File: src/include/bfsce_pkg.sv
package bfsce_pkg;

  // ----------------------------------------------------------------------
  // register map (byte addresses)
  // ----------------------------------------------------------------------
  localparam int unsigned ADDR_W   = 12;
  localparam logic [11:0] CMD_OFF  = 12'h000;
  localparam logic [11:0] STAT_OFF = 12'h004;
  localparam logic [11:0] CTRL_OFF = 12'h008;
  localparam logic [11:0] SP_OFF   = 12'h00C;
  localparam logic [4:0]  RF_PFX   = 5'h02;   // 0x100..0x17C, 32 words
  localparam logic [3:0]  IO_PFX   = 4'h2;    // 0x200..0x2FC, 64 words

  localparam logic [2:0] K_NONE = 3'h0;
  localparam logic [2:0] K_CMD  = 3'h1;
  localparam logic [2:0] K_STAT = 3'h2;
  localparam logic [2:0] K_CTRL = 3'h3;
  localparam logic [2:0] K_SP   = 3'h4;
  localparam logic [2:0] K_RF   = 3'h5;
  localparam logic [2:0] K_IO   = 3'h6;

  localparam logic [1:0] RESP_OKAY   = 2'h0;
  localparam logic [1:0] RESP_SLVERR = 2'h2;

  // ----------------------------------------------------------------------
  // command word fields
  // ----------------------------------------------------------------------
  localparam int unsigned OPC_W   = 5;
  localparam int unsigned OPC_LSB = 0;
  localparam int unsigned REG_LSB = 8;
  localparam int unsigned BIT_LSB = 16;
  localparam int unsigned IO_LSB  = 24;

  localparam logic [4:0] OP_NOP   = 5'h00;
  localparam logic [4:0] OP_PLD   = 5'h01;
  localparam logic [4:0] OP_PST   = 5'h02;
  localparam logic [4:0] OP_IN    = 5'h03;
  localparam logic [4:0] OP_OUT   = 5'h04;
  localparam logic [4:0] OP_PUSH  = 5'h05;
  localparam logic [4:0] OP_POP   = 5'h06;
  localparam logic [4:0] OP_IOS   = 5'h07;
  localparam logic [4:0] OP_IOC   = 5'h08;
  localparam logic [4:0] OP_SHL   = 5'h09;
  localparam logic [4:0] OP_SHR   = 5'h0A;
  localparam logic [4:0] OP_ROTL  = 5'h0B;
  localparam logic [4:0] OP_ROTR  = 5'h0C;
  localparam logic [4:0] OP_ASHR  = 5'h0D;
  localparam logic [4:0] OP_SWAP  = 5'h0E;
  localparam logic [4:0] OP_FSET  = 5'h0F;
  localparam logic [4:0] OP_FCLR  = 5'h10;
  localparam logic [4:0] OP_B2T   = 5'h11;
  localparam logic [4:0] OP_T2B   = 5'h12;
  localparam logic [4:0] OP_SLEEP = 5'h13;
  localparam logic [4:0] OP_WDT   = 5'h14;
  localparam logic [4:0] OP_BREAK = 5'h15;

  // ----------------------------------------------------------------------
  // status register bits, reset values, cycle counts
  // ----------------------------------------------------------------------
  localparam int unsigned SB_C = 0;
  localparam int unsigned SB_Z = 1;
  localparam int unsigned SB_N = 2;
  localparam int unsigned SB_V = 3;
  localparam int unsigned SB_S = 4;
  localparam int unsigned SB_H = 5;
  localparam int unsigned SB_T = 6;
  localparam int unsigned SB_I = 7;

  localparam logic [7:0]  STAT_RST        = 8'h00;
  localparam logic [31:0] CMD_RST         = 32'h0000_0000;
  localparam int unsigned PLD_CYC         = 3;
  localparam int unsigned TWO_CYC         = 2;
  localparam int unsigned ONE_CYC         = 1;
  localparam int unsigned PST_CYC_DEF     = 4;
  localparam int unsigned STACK_DEPTH_DEF = 16;
  localparam int unsigned PM_DEPTH_DEF    = 256;

  typedef enum logic {ST_IDLE, ST_EXEC} bfsce_state_t;

endpackage : bfsce_pkg

File: src/hw/bfsce_exec.sv
// The register offsets and the AXI4-Lite slave port were decided locally.
`timescale 1ns/1ns
module bfsce_exec #(
  parameter int unsigned PST_CYCLES  = bfsce_pkg::PST_CYC_DEF,
  parameter int unsigned STACK_DEPTH = bfsce_pkg::STACK_DEPTH_DEF,
  parameter int unsigned PM_DEPTH    = bfsce_pkg::PM_DEPTH_DEF
)(
  input  wire logic                         aclk,
  input  wire logic                         aresetn,
  input  wire logic                         ce,
  input  wire logic [bfsce_pkg::ADDR_W-1:0] awaddr,
  input  wire logic                         awvalid,
  output logic                              awready,
  input  wire logic [31:0]                  wdata,
  input  wire logic [3:0]                   wstrb,
  input  wire logic                         wvalid,
  output logic                              wready,
  output logic      [1:0]                   bresp,
  output logic                              bvalid,
  input  wire logic                         bready,
  input  wire logic [bfsce_pkg::ADDR_W-1:0] araddr,
  input  wire logic                         arvalid,
  output logic                              arready,
  output logic      [31:0]                  rdata,
  output logic      [1:0]                   rresp,
  output logic                              rvalid,
  input  wire logic                         rready,
  output logic                              busy,
  output logic                              sleep_req,
  output logic                              wdt_restart,
  output logic                              debug_break
);
  import bfsce_pkg::*;

  localparam int unsigned SP_W  = $clog2(STACK_DEPTH);
  localparam int unsigned PM_AW = $clog2(PM_DEPTH);
  localparam logic [SP_W-1:0] SP_RST = SP_W'(STACK_DEPTH - 1);

  // ----------------------------------------------------------------------
  // helpers
  // ----------------------------------------------------------------------
  function automatic logic [2:0] addr_kind(input logic [11:0] a);
    logic [2:0] k;
    k = K_NONE;
    if (a == CMD_OFF)
      k = K_CMD;
    else if (a == STAT_OFF)
      k = K_STAT;
    else if (a == CTRL_OFF)
      k = K_CTRL;
    else if (a == SP_OFF)
      k = K_SP;
    else if (a[11:7] == RF_PFX && a[1:0] == 2'h0)
      k = K_RF;
    else if (a[11:8] == IO_PFX && a[1:0] == 2'h0)
      k = K_IO;
    return k;
  endfunction : addr_kind

  function automatic logic [31:0] strobe_merge(input logic [31:0] old,
                                               input logic [31:0] nw,
                                               input logic [3:0]  st);
    logic [31:0] r;
    r = old;
    for (int i = 0; i < 4; i++)
      if (st[i])
        r[8*i +: 8] = nw[8*i +: 8];
    return r;
  endfunction : strobe_merge

  // cycles spent in the execute state, minus one
  function automatic logic [7:0] exec_len(input logic [4:0] op);
    logic [7:0] n;
    case (op)
      OP_PLD:  n = 8'(PLD_CYC - 1);
      OP_PST:  n = 8'(PST_CYCLES - 1);
      OP_PUSH,
      OP_POP,
      OP_IOS,
      OP_IOC:  n = 8'(TWO_CYC - 1);
      default: n = 8'(ONE_CYC - 1);
    endcase
    return n;
  endfunction : exec_len

  // ----------------------------------------------------------------------
  // storage
  // ----------------------------------------------------------------------
  logic [7:0]  rf_mem  [32];
  logic [7:0]  io_mem  [64];
  logic [7:0]  stk_mem [STACK_DEPTH];
  logic [15:0] pm_mem  [PM_DEPTH];

  // ----------------------------------------------------------------------
  // state
  // ----------------------------------------------------------------------
  bfsce_state_t st_r, st_nxt;
  logic [7:0]   cnt_r, cnt_nxt;
  logic [31:0]  cmd_r, cmd_nxt;
  logic [7:0]   stat_r, stat_nxt;
  logic [SP_W-1:0] sp_r, sp_nxt;
  logic         slp_r, slp_nxt;
  logic         wdt_r, wdt_nxt;
  logic         brk_r, brk_nxt;
  logic         aw_got_r, aw_got_nxt;
  logic         w_got_r, w_got_nxt;
  logic [11:0]  awaddr_r, awaddr_nxt;
  logic [31:0]  wdata_r, wdata_nxt;
  logic [3:0]   wstrb_r, wstrb_nxt;
  logic         bvalid_r, bvalid_nxt;
  logic [1:0]   bresp_r, bresp_nxt;
  logic         rvalid_r, rvalid_nxt;
  logic [31:0]  rdata_r, rdata_nxt;
  logic [1:0]   rresp_r, rresp_nxt;

  logic        aw_hs, w_hs, ar_hs, wr_go, wr_ok;
  logic [11:0] wa;
  logic [31:0] wd;
  logic [3:0]  ws;
  logic [2:0]  wkind, rkind;

  assign busy    = (st_r == ST_EXEC);
  assign awready = ce & ~aw_got_r & ~bvalid_r;
  assign wready  = ce & ~w_got_r & ~bvalid_r;
  assign arready = ce & ~rvalid_r;
  assign aw_hs   = awvalid & awready;
  assign w_hs    = wvalid & wready;
  assign ar_hs   = arvalid & arready;
  assign wa      = aw_got_r ? awaddr_r : awaddr;
  assign wd      = w_got_r ? wdata_r : wdata;
  assign ws      = w_got_r ? wstrb_r : wstrb;
  assign wkind   = addr_kind(wa);
  assign rkind   = addr_kind(araddr);
  assign wr_go   = ce & ~bvalid_r & (aw_got_r | aw_hs) & (w_got_r | w_hs);
  // a running command owns all operand state, so the bus may not touch it
  assign wr_ok   = (wkind == K_CTRL) || (wkind != K_NONE && !busy);

  assign bvalid      = bvalid_r;
  assign bresp       = bresp_r;
  assign rvalid      = rvalid_r;
  assign rresp       = rresp_r;
  assign rdata       = rdata_r;
  assign sleep_req   = slp_r;
  assign wdt_restart = wdt_r;
  assign debug_break = brk_r;

  // ----------------------------------------------------------------------
  // bus slave
  // ----------------------------------------------------------------------
  always_comb
  begin
    aw_got_nxt = aw_got_r;
    w_got_nxt  = w_got_r;
    awaddr_nxt = awaddr_r;
    wdata_nxt  = wdata_r;
    wstrb_nxt  = wstrb_r;
    bvalid_nxt = bvalid_r;
    bresp_nxt  = bresp_r;
    rvalid_nxt = rvalid_r;
    rdata_nxt  = rdata_r;
    rresp_nxt  = rresp_r;
    if (aw_hs)
    begin
      aw_got_nxt = 1'b1;
      awaddr_nxt = awaddr;
    end
    if (w_hs)
    begin
      w_got_nxt = 1'b1;
      wdata_nxt = wdata;
      wstrb_nxt = wstrb;
    end
    if (bvalid_r && bready)
      bvalid_nxt = 1'b0;
    if (wr_go)
    begin
      aw_got_nxt = 1'b0;
      w_got_nxt  = 1'b0;
      bvalid_nxt = 1'b1;
      bresp_nxt  = wr_ok ? RESP_OKAY : RESP_SLVERR;
    end
    if (rvalid_r && rready)
      rvalid_nxt = 1'b0;
    if (ar_hs)
    begin
      rvalid_nxt = 1'b1;
      rresp_nxt  = RESP_OKAY;
      case (rkind)
        K_CMD:   rdata_nxt = cmd_r;
        K_STAT:  rdata_nxt = {24'h00_0000, stat_r};
        K_CTRL:  rdata_nxt = {31'h0000_0000, busy};
        K_SP:    rdata_nxt = 32'(sp_r);
        K_RF:    rdata_nxt = {24'h00_0000, rf_mem[araddr[6:2]]};
        K_IO:    rdata_nxt = {24'h00_0000, io_mem[araddr[7:2]]};
        default:
        begin
          rdata_nxt = 32'h0000_0000;
          rresp_nxt = RESP_SLVERR;
        end
      endcase
    end
  end

  always_ff @(posedge aclk)
  begin
    if (!aresetn)
    begin
      aw_got_r <= 1'b0;
      w_got_r  <= 1'b0;
      awaddr_r <= 12'h000;
      wdata_r  <= 32'h0000_0000;
      wstrb_r  <= 4'h0;
      bvalid_r <= 1'b0;
      bresp_r  <= RESP_OKAY;
      rvalid_r <= 1'b0;
      rdata_r  <= 32'h0000_0000;
      rresp_r  <= RESP_OKAY;
    end
    else if (ce)
    begin
      aw_got_r <= aw_got_nxt;
      w_got_r  <= w_got_nxt;
      awaddr_r <= awaddr_nxt;
      wdata_r  <= wdata_nxt;
      wstrb_r  <= wstrb_nxt;
      bvalid_r <= bvalid_nxt;
      bresp_r  <= bresp_nxt;
      rvalid_r <= rvalid_nxt;
      rdata_r  <= rdata_nxt;
      rresp_r  <= rresp_nxt;
    end
  end

  // ----------------------------------------------------------------------
  // execution
  // ----------------------------------------------------------------------
  logic [4:0]  op;
  logic [4:0]  rd;
  logic [2:0]  bsel;
  logic [5:0]  pa;
  logic [7:0]  rd_val, io_val, sh_res, bmask;
  logic [15:0] zp;
  logic        sh_z, sh_c, sh_n, sh_v, commit, bus_wr;

  assign op     = cmd_r[OPC_LSB +: 5];
  assign rd     = cmd_r[REG_LSB +: 5];
  assign bsel   = cmd_r[BIT_LSB +: 3];
  assign pa     = cmd_r[IO_LSB +: 6];
  assign rd_val = rf_mem[rd];
  assign io_val = io_mem[pa];
  assign zp     = {rf_mem[31], rf_mem[30]};
  assign bmask  = 8'h01 << bsel;
  assign commit = busy && (cnt_r == 8'h00);
  assign bus_wr = wr_go && wr_ok;

  bfsce_shift u_shift (
    .op     (op),
    .din    (rd_val),
    .cin    (stat_r[SB_C]),
    .dout   (sh_res),
    .flag_z (sh_z),
    .flag_c (sh_c),
    .flag_n (sh_n),
    .flag_v (sh_v)
  );

  logic            rf_we, z_we, io_we, stk_we, pm_we;
  logic [4:0]      rf_wa;
  logic [7:0]      rf_wd, io_wd;
  logic [5:0]      io_wa;
  logic [SP_W-1:0] stk_wa;
  logic [15:0]     pm_rd;

  assign pm_rd = pm_mem[zp[PM_AW:1]];

  always_comb
  begin
    st_nxt   = st_r;
    cnt_nxt  = cnt_r;
    cmd_nxt  = cmd_r;
    stat_nxt = stat_r;
    sp_nxt   = sp_r;
    slp_nxt  = 1'b0;
    wdt_nxt  = 1'b0;
    brk_nxt  = 1'b0;
    rf_we    = 1'b0;
    rf_wa    = rd;
    rf_wd    = sh_res;
    z_we     = 1'b0;
    io_we    = 1'b0;
    io_wa    = pa;
    io_wd    = rd_val;
    stk_we   = 1'b0;
    stk_wa   = sp_r;
    pm_we    = 1'b0;
    if (busy)
      cnt_nxt = cnt_r - 8'h01;
    if (bus_wr)
    begin
      case (wkind)
        K_CMD:
        begin
          cmd_nxt = strobe_merge(cmd_r, wd, ws);
          st_nxt  = ST_EXEC;
          cnt_nxt = exec_len(cmd_nxt[OPC_LSB +: 5]);
        end
        K_STAT: stat_nxt = 8'(strobe_merge(32'(stat_r), wd, ws));
        K_SP:   sp_nxt = SP_W'(strobe_merge(32'(sp_r), wd, ws));
        K_RF:
        begin
          rf_we = ws[0];
          rf_wa = wa[6:2];
          rf_wd = wd[7:0];
        end
        K_IO:
        begin
          io_we = ws[0];
          io_wa = wa[7:2];
          io_wd = wd[7:0];
        end
        default: st_nxt = st_r;
      endcase
    end
    if (commit)
    begin
      st_nxt = ST_IDLE;
      case (op)
        OP_PLD:
        begin
          rf_we = 1'b1;
          rf_wd = zp[0] ? pm_rd[15:8] : pm_rd[7:0];
          z_we  = 1'b1;
        end
        OP_PST:  pm_we = 1'b1;
        OP_IN:
        begin
          rf_we = 1'b1;
          rf_wd = io_val;
        end
        OP_OUT:  io_we = 1'b1;
        OP_PUSH:
        begin
          stk_we = 1'b1;
          sp_nxt = sp_r - 1'b1;
        end
        OP_POP:
        begin
          sp_nxt = sp_r + 1'b1;
          rf_we  = 1'b1;
          rf_wd  = stk_mem[sp_nxt];
        end
        OP_IOS:
        begin
          io_we = 1'b1;
          io_wd = io_val | bmask;
        end
        OP_IOC:
        begin
          io_we = 1'b1;
          io_wd = io_val & ~bmask;
        end
        OP_SHL,
        OP_SHR,
        OP_ROTL,
        OP_ROTR,
        OP_ASHR:
        begin
          rf_we        = 1'b1;
          stat_nxt[SB_Z] = sh_z;
          stat_nxt[SB_C] = sh_c;
          stat_nxt[SB_N] = sh_n;
          stat_nxt[SB_V] = sh_v;
        end
        OP_SWAP: rf_we = 1'b1;
        // one generic pair covers N, I, S and H flag instructions
        OP_FSET: stat_nxt[bsel] = 1'b1;
        OP_FCLR: stat_nxt[bsel] = 1'b0;
        OP_B2T:  stat_nxt[SB_T] = rd_val[bsel];
        OP_T2B:
        begin
          rf_we = 1'b1;
          rf_wd = stat_r[SB_T] ? (rd_val | bmask)
                               : (rd_val & ~bmask);
        end
        OP_SLEEP: slp_nxt = 1'b1;
        OP_WDT:   wdt_nxt = 1'b1;
        OP_BREAK: brk_nxt = 1'b1;
        default:  st_nxt = ST_IDLE;
      endcase
    end
  end

  always_ff @(posedge aclk)
  begin
    if (!aresetn)
    begin
      st_r   <= ST_IDLE;
      cnt_r  <= 8'h00;
      cmd_r  <= CMD_RST;
      stat_r <= STAT_RST;
      sp_r   <= SP_RST;
      slp_r  <= 1'b0;
      wdt_r  <= 1'b0;
      brk_r  <= 1'b0;
    end
    else if (ce)
    begin
      st_r   <= st_nxt;
      cnt_r  <= cnt_nxt;
      cmd_r  <= cmd_nxt;
      stat_r <= stat_nxt;
      sp_r   <= sp_nxt;
      slp_r  <= slp_nxt;
      wdt_r  <= wdt_nxt;
      brk_r  <= brk_nxt;
    end
  end

  // ----------------------------------------------------------------------
  // memory write ports
  // ----------------------------------------------------------------------
  // no reset on the arrays: software must load what it reads back
  always_ff @(posedge aclk)
  begin
    if (ce)
    begin
      if (z_we)
      begin
        rf_mem[30] <= 8'(zp + 16'h0001);
        rf_mem[31] <= 8'((zp + 16'h0001) >> 8);
      end
      if (rf_we)
        rf_mem[rf_wa] <= rf_wd;
      if (io_we)
        io_mem[io_wa] <= io_wd;
      if (stk_we)
        stk_mem[stk_wa] <= rd_val;
      if (pm_we)
        pm_mem[zp[PM_AW:1]] <= {rf_mem[1], rf_mem[0]};
    end
  end

endmodule : bfsce_exec

File: src/hw/bfsce_shift.sv
`timescale 1ns/1ns
module bfsce_shift
  import bfsce_pkg::*;
(
  input  wire logic [bfsce_pkg::OPC_W-1:0] op,
  input  wire logic [7:0]                  din,
  input  wire logic                        cin,
  output logic      [7:0]                  dout,
  output logic                             flag_z,
  output logic                             flag_c,
  output logic                             flag_n,
  output logic                             flag_v
);

  // ----------------------------------------------------------------------
  // shifter and flag unit
  // ----------------------------------------------------------------------
  always_comb
  begin
    dout   = din;
    flag_c = cin;
    case (op)
      OP_SHL:
      begin
        dout   = {din[6:0], 1'b0};
        flag_c = din[7];
      end
      OP_SHR:
      begin
        dout   = {1'b0, din[7:1]};
        flag_c = din[0];
      end
      OP_ROTL:
      begin
        dout   = {din[6:0], cin};
        flag_c = din[7];
      end
      OP_ROTR:
      begin
        dout   = {cin, din[7:1]};
        flag_c = din[0];
      end
      OP_ASHR:
      begin
        dout   = {din[7], din[7:1]};
        flag_c = din[0];
      end
      OP_SWAP: dout = {din[3:0], din[7:4]};
      default: dout = din;
    endcase
    flag_z = (dout == 8'h00);
    flag_n = dout[7];
    // overflow after a shift is the sign change seen through carry
    flag_v = flag_n ^ flag_c;
  end

endmodule : bfsce_shift

File: config.mk
export PLATFORM = sky130hd
export DESIGN_NAME = bfsce_exec
export DESIGN_NICKNAME = d
export VERILOG_FILES = /design/src/include/bfsce_pkg.sv /design/src/hw/bfsce_exec.sv /design/src/hw/bfsce_shift.sv
export SDC_FILE = /design/constraint.sdc
export NUM_CORES = 2
export LEC_CHECK = 0
export BUFFER_PORTS_ARGS = -buffer_cell sky130_fd_sc_hd__buf_2
export CAP_MARGIN = 15
export CORE_MARGIN = 10
export CORE_UTILIZATION = 30
export CTS_BUF_LIST = sky130_fd_sc_hd__clkbuf_4 sky130_fd_sc_hd__clkbuf_8
export DETAILED_ROUTE_END_ITERATION = 8
export GPL_ROUTABILITY_DRIVEN = 1
export PLACE_DENSITY = 0.5
export SETUP_SLACK_MARGIN = 0.3
export SYNTH_ARGS = -nofsm -noshare
export SYNTH_HDL_FRONTEND = slang
export SYNTH_MEMORY_MAX_BITS = 65536
export SYNTH_SLANG_ARGS = --single-unit
File: constraint.sdc
create_clock -name aclk -period 9.4 [get_ports aclk]
set_input_delay 1.88 -clock aclk [delete_from_list [all_inputs] [get_ports aclk]]
set_output_delay 1.88 -clock aclk [all_outputs]
set_load 0.05 [all_outputs]
After elaboration in Yosys (flattened, before gate mapping)
Memory sizes are Yosys's and may differ from the RTL's. A register that Yosys moved wholly into a read port is not among the register bits.
Cells that the tools add are included.
{ "classes": {"bitwise_logic": 26, "eq_ne": 50, "n_reduce_logical": 46, "mux": 108, "magnitude_cmp": 2, "shifts": 1, "n_addsub": 4} }
{ "ops": {"columns": ["op", "count"], "rows": [
  ["$pmux 32 s6", 1],
  ["$mux 8", 18],
  ["$eq 12x4->1 const B", 4],
  ["$mux 1", 48],
  ["$pmux 8 s6", 1],
  ["$eq 5x4->1 const B", 9],
  ["$mux 3", 12],
  ["$eq 5x3->1 const B", 7],
  ["$mux 32", 1],
  ["$pmux 8 s4", 1],
  ["$eq 5x5->1 const B", 6],
  ["$eq 5x2->1 const B", 5],
  ["$and 8x8->8", 3],
  ["$eq 12x3->1 const B", 2],
  ["$logic_not 12->1", 2],
  ["$mux 6", 4],
  ["$or 8x8->8", 3],
  ["$mux 4", 5],
  ["$mux 5", 4],
  ["$eq 3x3->1 const B", 6],
  ["$add 16x1->16 const B", 1],
  ["$logic_not 8->1", 2],
  ["$not 8->8", 2],
  ["$pmux 8 s2", 1],
  ["40 further kinds", 89]
]} }
{ "word_totals": {"mem_count": 4, "input_bits": 68, "elab_cells": 263, "mem_bits_rw": 4992, "regBits": 144, "output_inout_bits": 45} }
{ "memory_table": {"columns": ["memory", "depth", "word_bits", "rd", "rd_ports_with_merged_regs", "wr", "line", "source"], "rows": [
  ["pm_mem", 256, 16, 1, 0, 1, "bfsce_exec.sv:92", "logic [15:0] pm_mem [PM_DEPTH];"],
  ["io_mem", 64, 8, 2, 1, 1, "bfsce_exec.sv:90", "logic [7:0] io_mem [64];"],
  ["rf_mem", 32, 8, 6, 1, 3, "bfsce_exec.sv:89", "logic [7:0] rf_mem [32];"],
  ["stk_mem", 16, 8, 1, 0, 1, "bfsce_exec.sv:91", "logic [7:0] stk_mem [STACK_DEPTH];"]
]} }

Depth between registers and ports, before layout
{ "logic_depth": {"depth_word": 19, "depth_mapped": 17, "ltp_nobuf": 11} }

By module
From an unflattened synthesis, not the netlist that was laid out.
{ "unflattened": {"hier_cells": 10503, "hier_area_um2": 207664.2} }
{ "modules_own_cells": {"columns": ["module", "instances", "area_each_um2", "cells_each"], "rows": [
  ["bfsce_exec", 1, 207245.0, 10442],
  ["bfsce_shift", 1, 419.2, 61]
]} }

Least setup slack after synthesis
OpenSTA, ideal clock, no wires.
{ "synth_path": {"path_kind": "register to register", "start": "memory rf_mem[1][1]", "end": "memory io_mem[0][1], data pin", "setup_ps": 563, "arrival_ps": 6919, "n_path_buf": 0, "path_stages_with_launch": 6, "synth_period_minus_slack_ps": 7482, "setup_slack_ps": 1918, "cell_sequence": "edfxtp_1 mux4_2 o22ai_1 nor4_4 mux2i_1 mux2i_1"} }
{ "synth_rtl": {"columns": ["item", "line"], "rows": [
  ["from (decl)", "bfsce_exec.sv:89"],
  ["to (decl)", "bfsce_exec.sv:90"]
]} }

==> results.yml <==
timing:
  fmax_mhz: 145
  whs_ps: 450
  setup_viol: 0
  slew_violations: 122
  final.setup.tns_ps: 0
  max-slew-margin-rel_pct: -17.1
  clock_skew_ps: 124
  tightest_slew_ps: 1760
  hold_violations: 0
  grt_setup_unrepaired: "no"
  period_needed_ps: 6900
  fin_crit_sh_pct: 73.4
synthesis:
  ys_warn_count: 0
  ys.flop_type: "edfxtp_1"
  postSynthCellCount: 9806
  yosys-top-cells-count: "4992 x edfxtp_1, 1583 x mux4_2, 521 x nor2_1"
  avgSynthCellArea_um2: 21.1
  synth_most_common_cell: "edfxtp_1"
  synth_seq_cells: 5145
  synth_top_area_share_pct: 72.4
  synth_top_cells_by_area: "edfxtp_1 72%, mux4_2 17%, dfxtp_1 1.5%"
  ys_types: 104
  synth_top_cell_by_area: "edfxtp_1"
  netlist_area_um2: 207000
  synthArstFlopShare_pct: 0
  synth_edf_count: 4992
  ys_seq_area_share_pct: 73.9
clock_tree:
  cts_root_buf: "clkbuf_8"
  clkTransAtPathRegs_ps: 60
  cts_tree: "built"
  cts_resized: 0
  worstSkewPairLatency_ps: 1370
  clock_path_buffers: 4
  h-tree-depth: 6
  clock-sinks: 5145
  numCtsBuffers: 831
  cts_hold_buffers: 0
  post-cts-setup-buffers: 0
floorplanning:
  boundaryPins: 113
  dieArea_um2: 724000
  start_util_pct: 30.1
  die_x_um: 851
  die_h_um: 851
  num_rows: 305
  core_area_um2: 689000
grt:
  antenna_found_initial: 38
  grt_overflow: 0
  grt_max_degree: 201
  grt_pass1_vias: 111114
  grt_first_pass_wirelength_um: 918000
  grt_usage_pct: 17.8
flow_run:
  cap_violations: 0
worst_setup_path:
  r2r-end: "rf_mem[1][6]$_DFFE_PP_"
  worstPathBufferInverterCount: 3
  cp-end-kind: "register"
  cp-start-kind: "register"
  crit_type: "reg -> reg"
  slowest_stage: "edfxtp_1"
  cp.required_ps: 10230
  slowest_delay_ps: 1080
  path_max_fanout: 87
  reg2reg_slack_ps: 2500
  worst_ep_arrival_time_ps: 7720
  cp_top_family: "buffers and inverters"
  r2r-start: "rf_mem[30][2]$_DFFE_PP_"
  r2r_cells: 11
  crit_chain: "buf_4 -> buf_12 -> mux4_2 -> mux2i_1 -> a2bb2oi_1 -> nand4_1 -> nor3_1 -> o31a_1 -> a21oi_1 -> o22ai_1 -> inv_1"
placed_design:
  numPortBuffers: 110
  place_hpwl_um: 412000
  gp_congestion: 0.875
hold_path:
  whs_path_depth: 2
  hold_end: "wdata_r[31]$_SDFFE_PN0P_"
  hold_class: "reg -> reg"
  holdCritStartpoint: "wdata_r[31]$_SDFFE_PN0P_"
detailed_routing:
  viasPerCell: 5.34
  drc: 0
  routed_wl_um: 667000
  wl_per_cell_um: 32.4
  vias: 109946
  drt_iter0_drc: 13979
  dr.pass1.iters: 8
  ant_nets: 0
pwr:
  power_density_nw_per_um2: 186
  power_leakage_uw: 0.0709
  ir_drop_v: 0.000153
status:
  violations: "slew limit"
  status: "finished, violations left"
cells_and_area:
  layout.nets: 10751
  drive_gt1_share_pct: 34.3
  syn_to_final_growth_pct: 15.1
[report_power, final]
group / leakage (µW) / switching (µW) / internal [µW]
registers: 0.0429 / 9.57 / 24800
logic: 0.0194 / 241 / 156
clock network: 0.00858 / 9240 / 9930
[worst register-to-register path, stage by stage (launching register included)]
cell	delay [ps]
edfxtp_1	1080
buf_4	640
buf_12	500
mux4_2	490
mux2i_1	380
a2bb2oi_1	430
nand4_1	490
nor3_1	950
o31a_1	350
a21oi_1	210
o22ai_1	460
inv_1	500
[registers in the layout (all words and copies together) (netlist names), 4 cells and up, named ones only]
signal    count
pm_mem     4096
io_mem      512
rf_mem      256
stk_mem     128
cmd_r        32
rdata        32
wdata_r      32
awaddr_r     12
cnt_r         8
stat_r        8
sp_r          4
wstrb_r       4
[through the flow]
stage / power [µW] / worst slack (ps) / instances / cell area (µm²) / util [%]
2_1_floorplan: 25500 / 1920 / 9807 / 207000 / -
3_3_place_gp: 25700 / 2190 / 18984 / 221000 / 32.1
3_5_place_dp: 25700 / 2630 / 19034 / 222000 / 32.2
4_1_cts: 44700 / 2670 / 20536 / 238000 / 34.6
5_1_grt: 45800 / 2510 / 20560 / 238000 / 34.6
6_report: 44400 / 2500 / 20579 / 238000 / 34.6
[layout make-up]
cell class / instances / area (µm²)
sequential: 5145 / 153000
multi-input combinational: 4018 / 51700
antenna: 24 / 60.1
inverter: 41 / 165
timing repair buffer: 639 / 5800
tap: 9210 / 11500
clock buffer: 1092 / 13500
clock inverter: 410 / 2680
fill: 63902 / 450000
[worst max path at each step]
stage | start | end | depth (start not counted)
global route | rf_mem[30][2]$_DFFE_PP_ | rf_mem[9][6]$_DFFE_PP_ | 11
global placement | rf_mem[30][1]$_DFFE_PP_ | rf_mem[10][7]$_DFFE_PP_ | 13
detailed placement | awaddr[5] | io_mem[5][7]$_DFFE_PP_ | 10
floorplan | rf_mem[1][1]$_DFFE_PP_ | io_mem[0][1]$_DFFE_PP_ | 5
CTS | rf_mem[30][2]$_DFFE_PP_ | rf_mem[9][6]$_DFFE_PP_ | 11
finish | rf_mem[30][2]$_DFFE_PP_ | rf_mem[1][6]$_DFFE_PP_ | 11
[cell families (layout without fill, tap and decap cells)]
family / Yosys count / after routing / share of synthesized area (%)
flops: 5145 / 5145 / 73.9
mux: 1925 / 1925 / 18.9
simple gates: 1257 / 1257 / 2.76
compound gates: 801 / 801 / 2.66
buf+inv: 644 / 2182 / 1.62
xor+xnor: 25 / 25 / 0.106
fa+ha+maj: 8 / 8 / 0.0471
other cells: 1 / 26 / 0.00181
[layer usage]
metal	track usage (%)	routed length (µm)	up-vias
li1	-	-	43408
met1	23.9	268000	59617
met2	28.4	313000	5734
met3	4.02	58900	1171
met4	6.25	26600	16
met5	0	162	-
[layout by cell type (no fill, tap or decap), drive strengths merged, types with 30 or more instances in the layout]
cell type	count
mux2i	291
a211oi	32
mux4	1586
a221oi	37
nand2b	30
edfxtp	4992
clkinv	337
nor3	63
o21ai	85
a31oi	39
buf	636
o211ai	31
a22o	35
nand3	71
a22oi	180
mux2	48
nand2	358
nor2	524
o22ai	72
clkbuf	1095
nor4	32
dfxtp	153
nor2b	38
a21oi	183
inv	82
No activity file was read; power rests on OpenSTA's default activity.
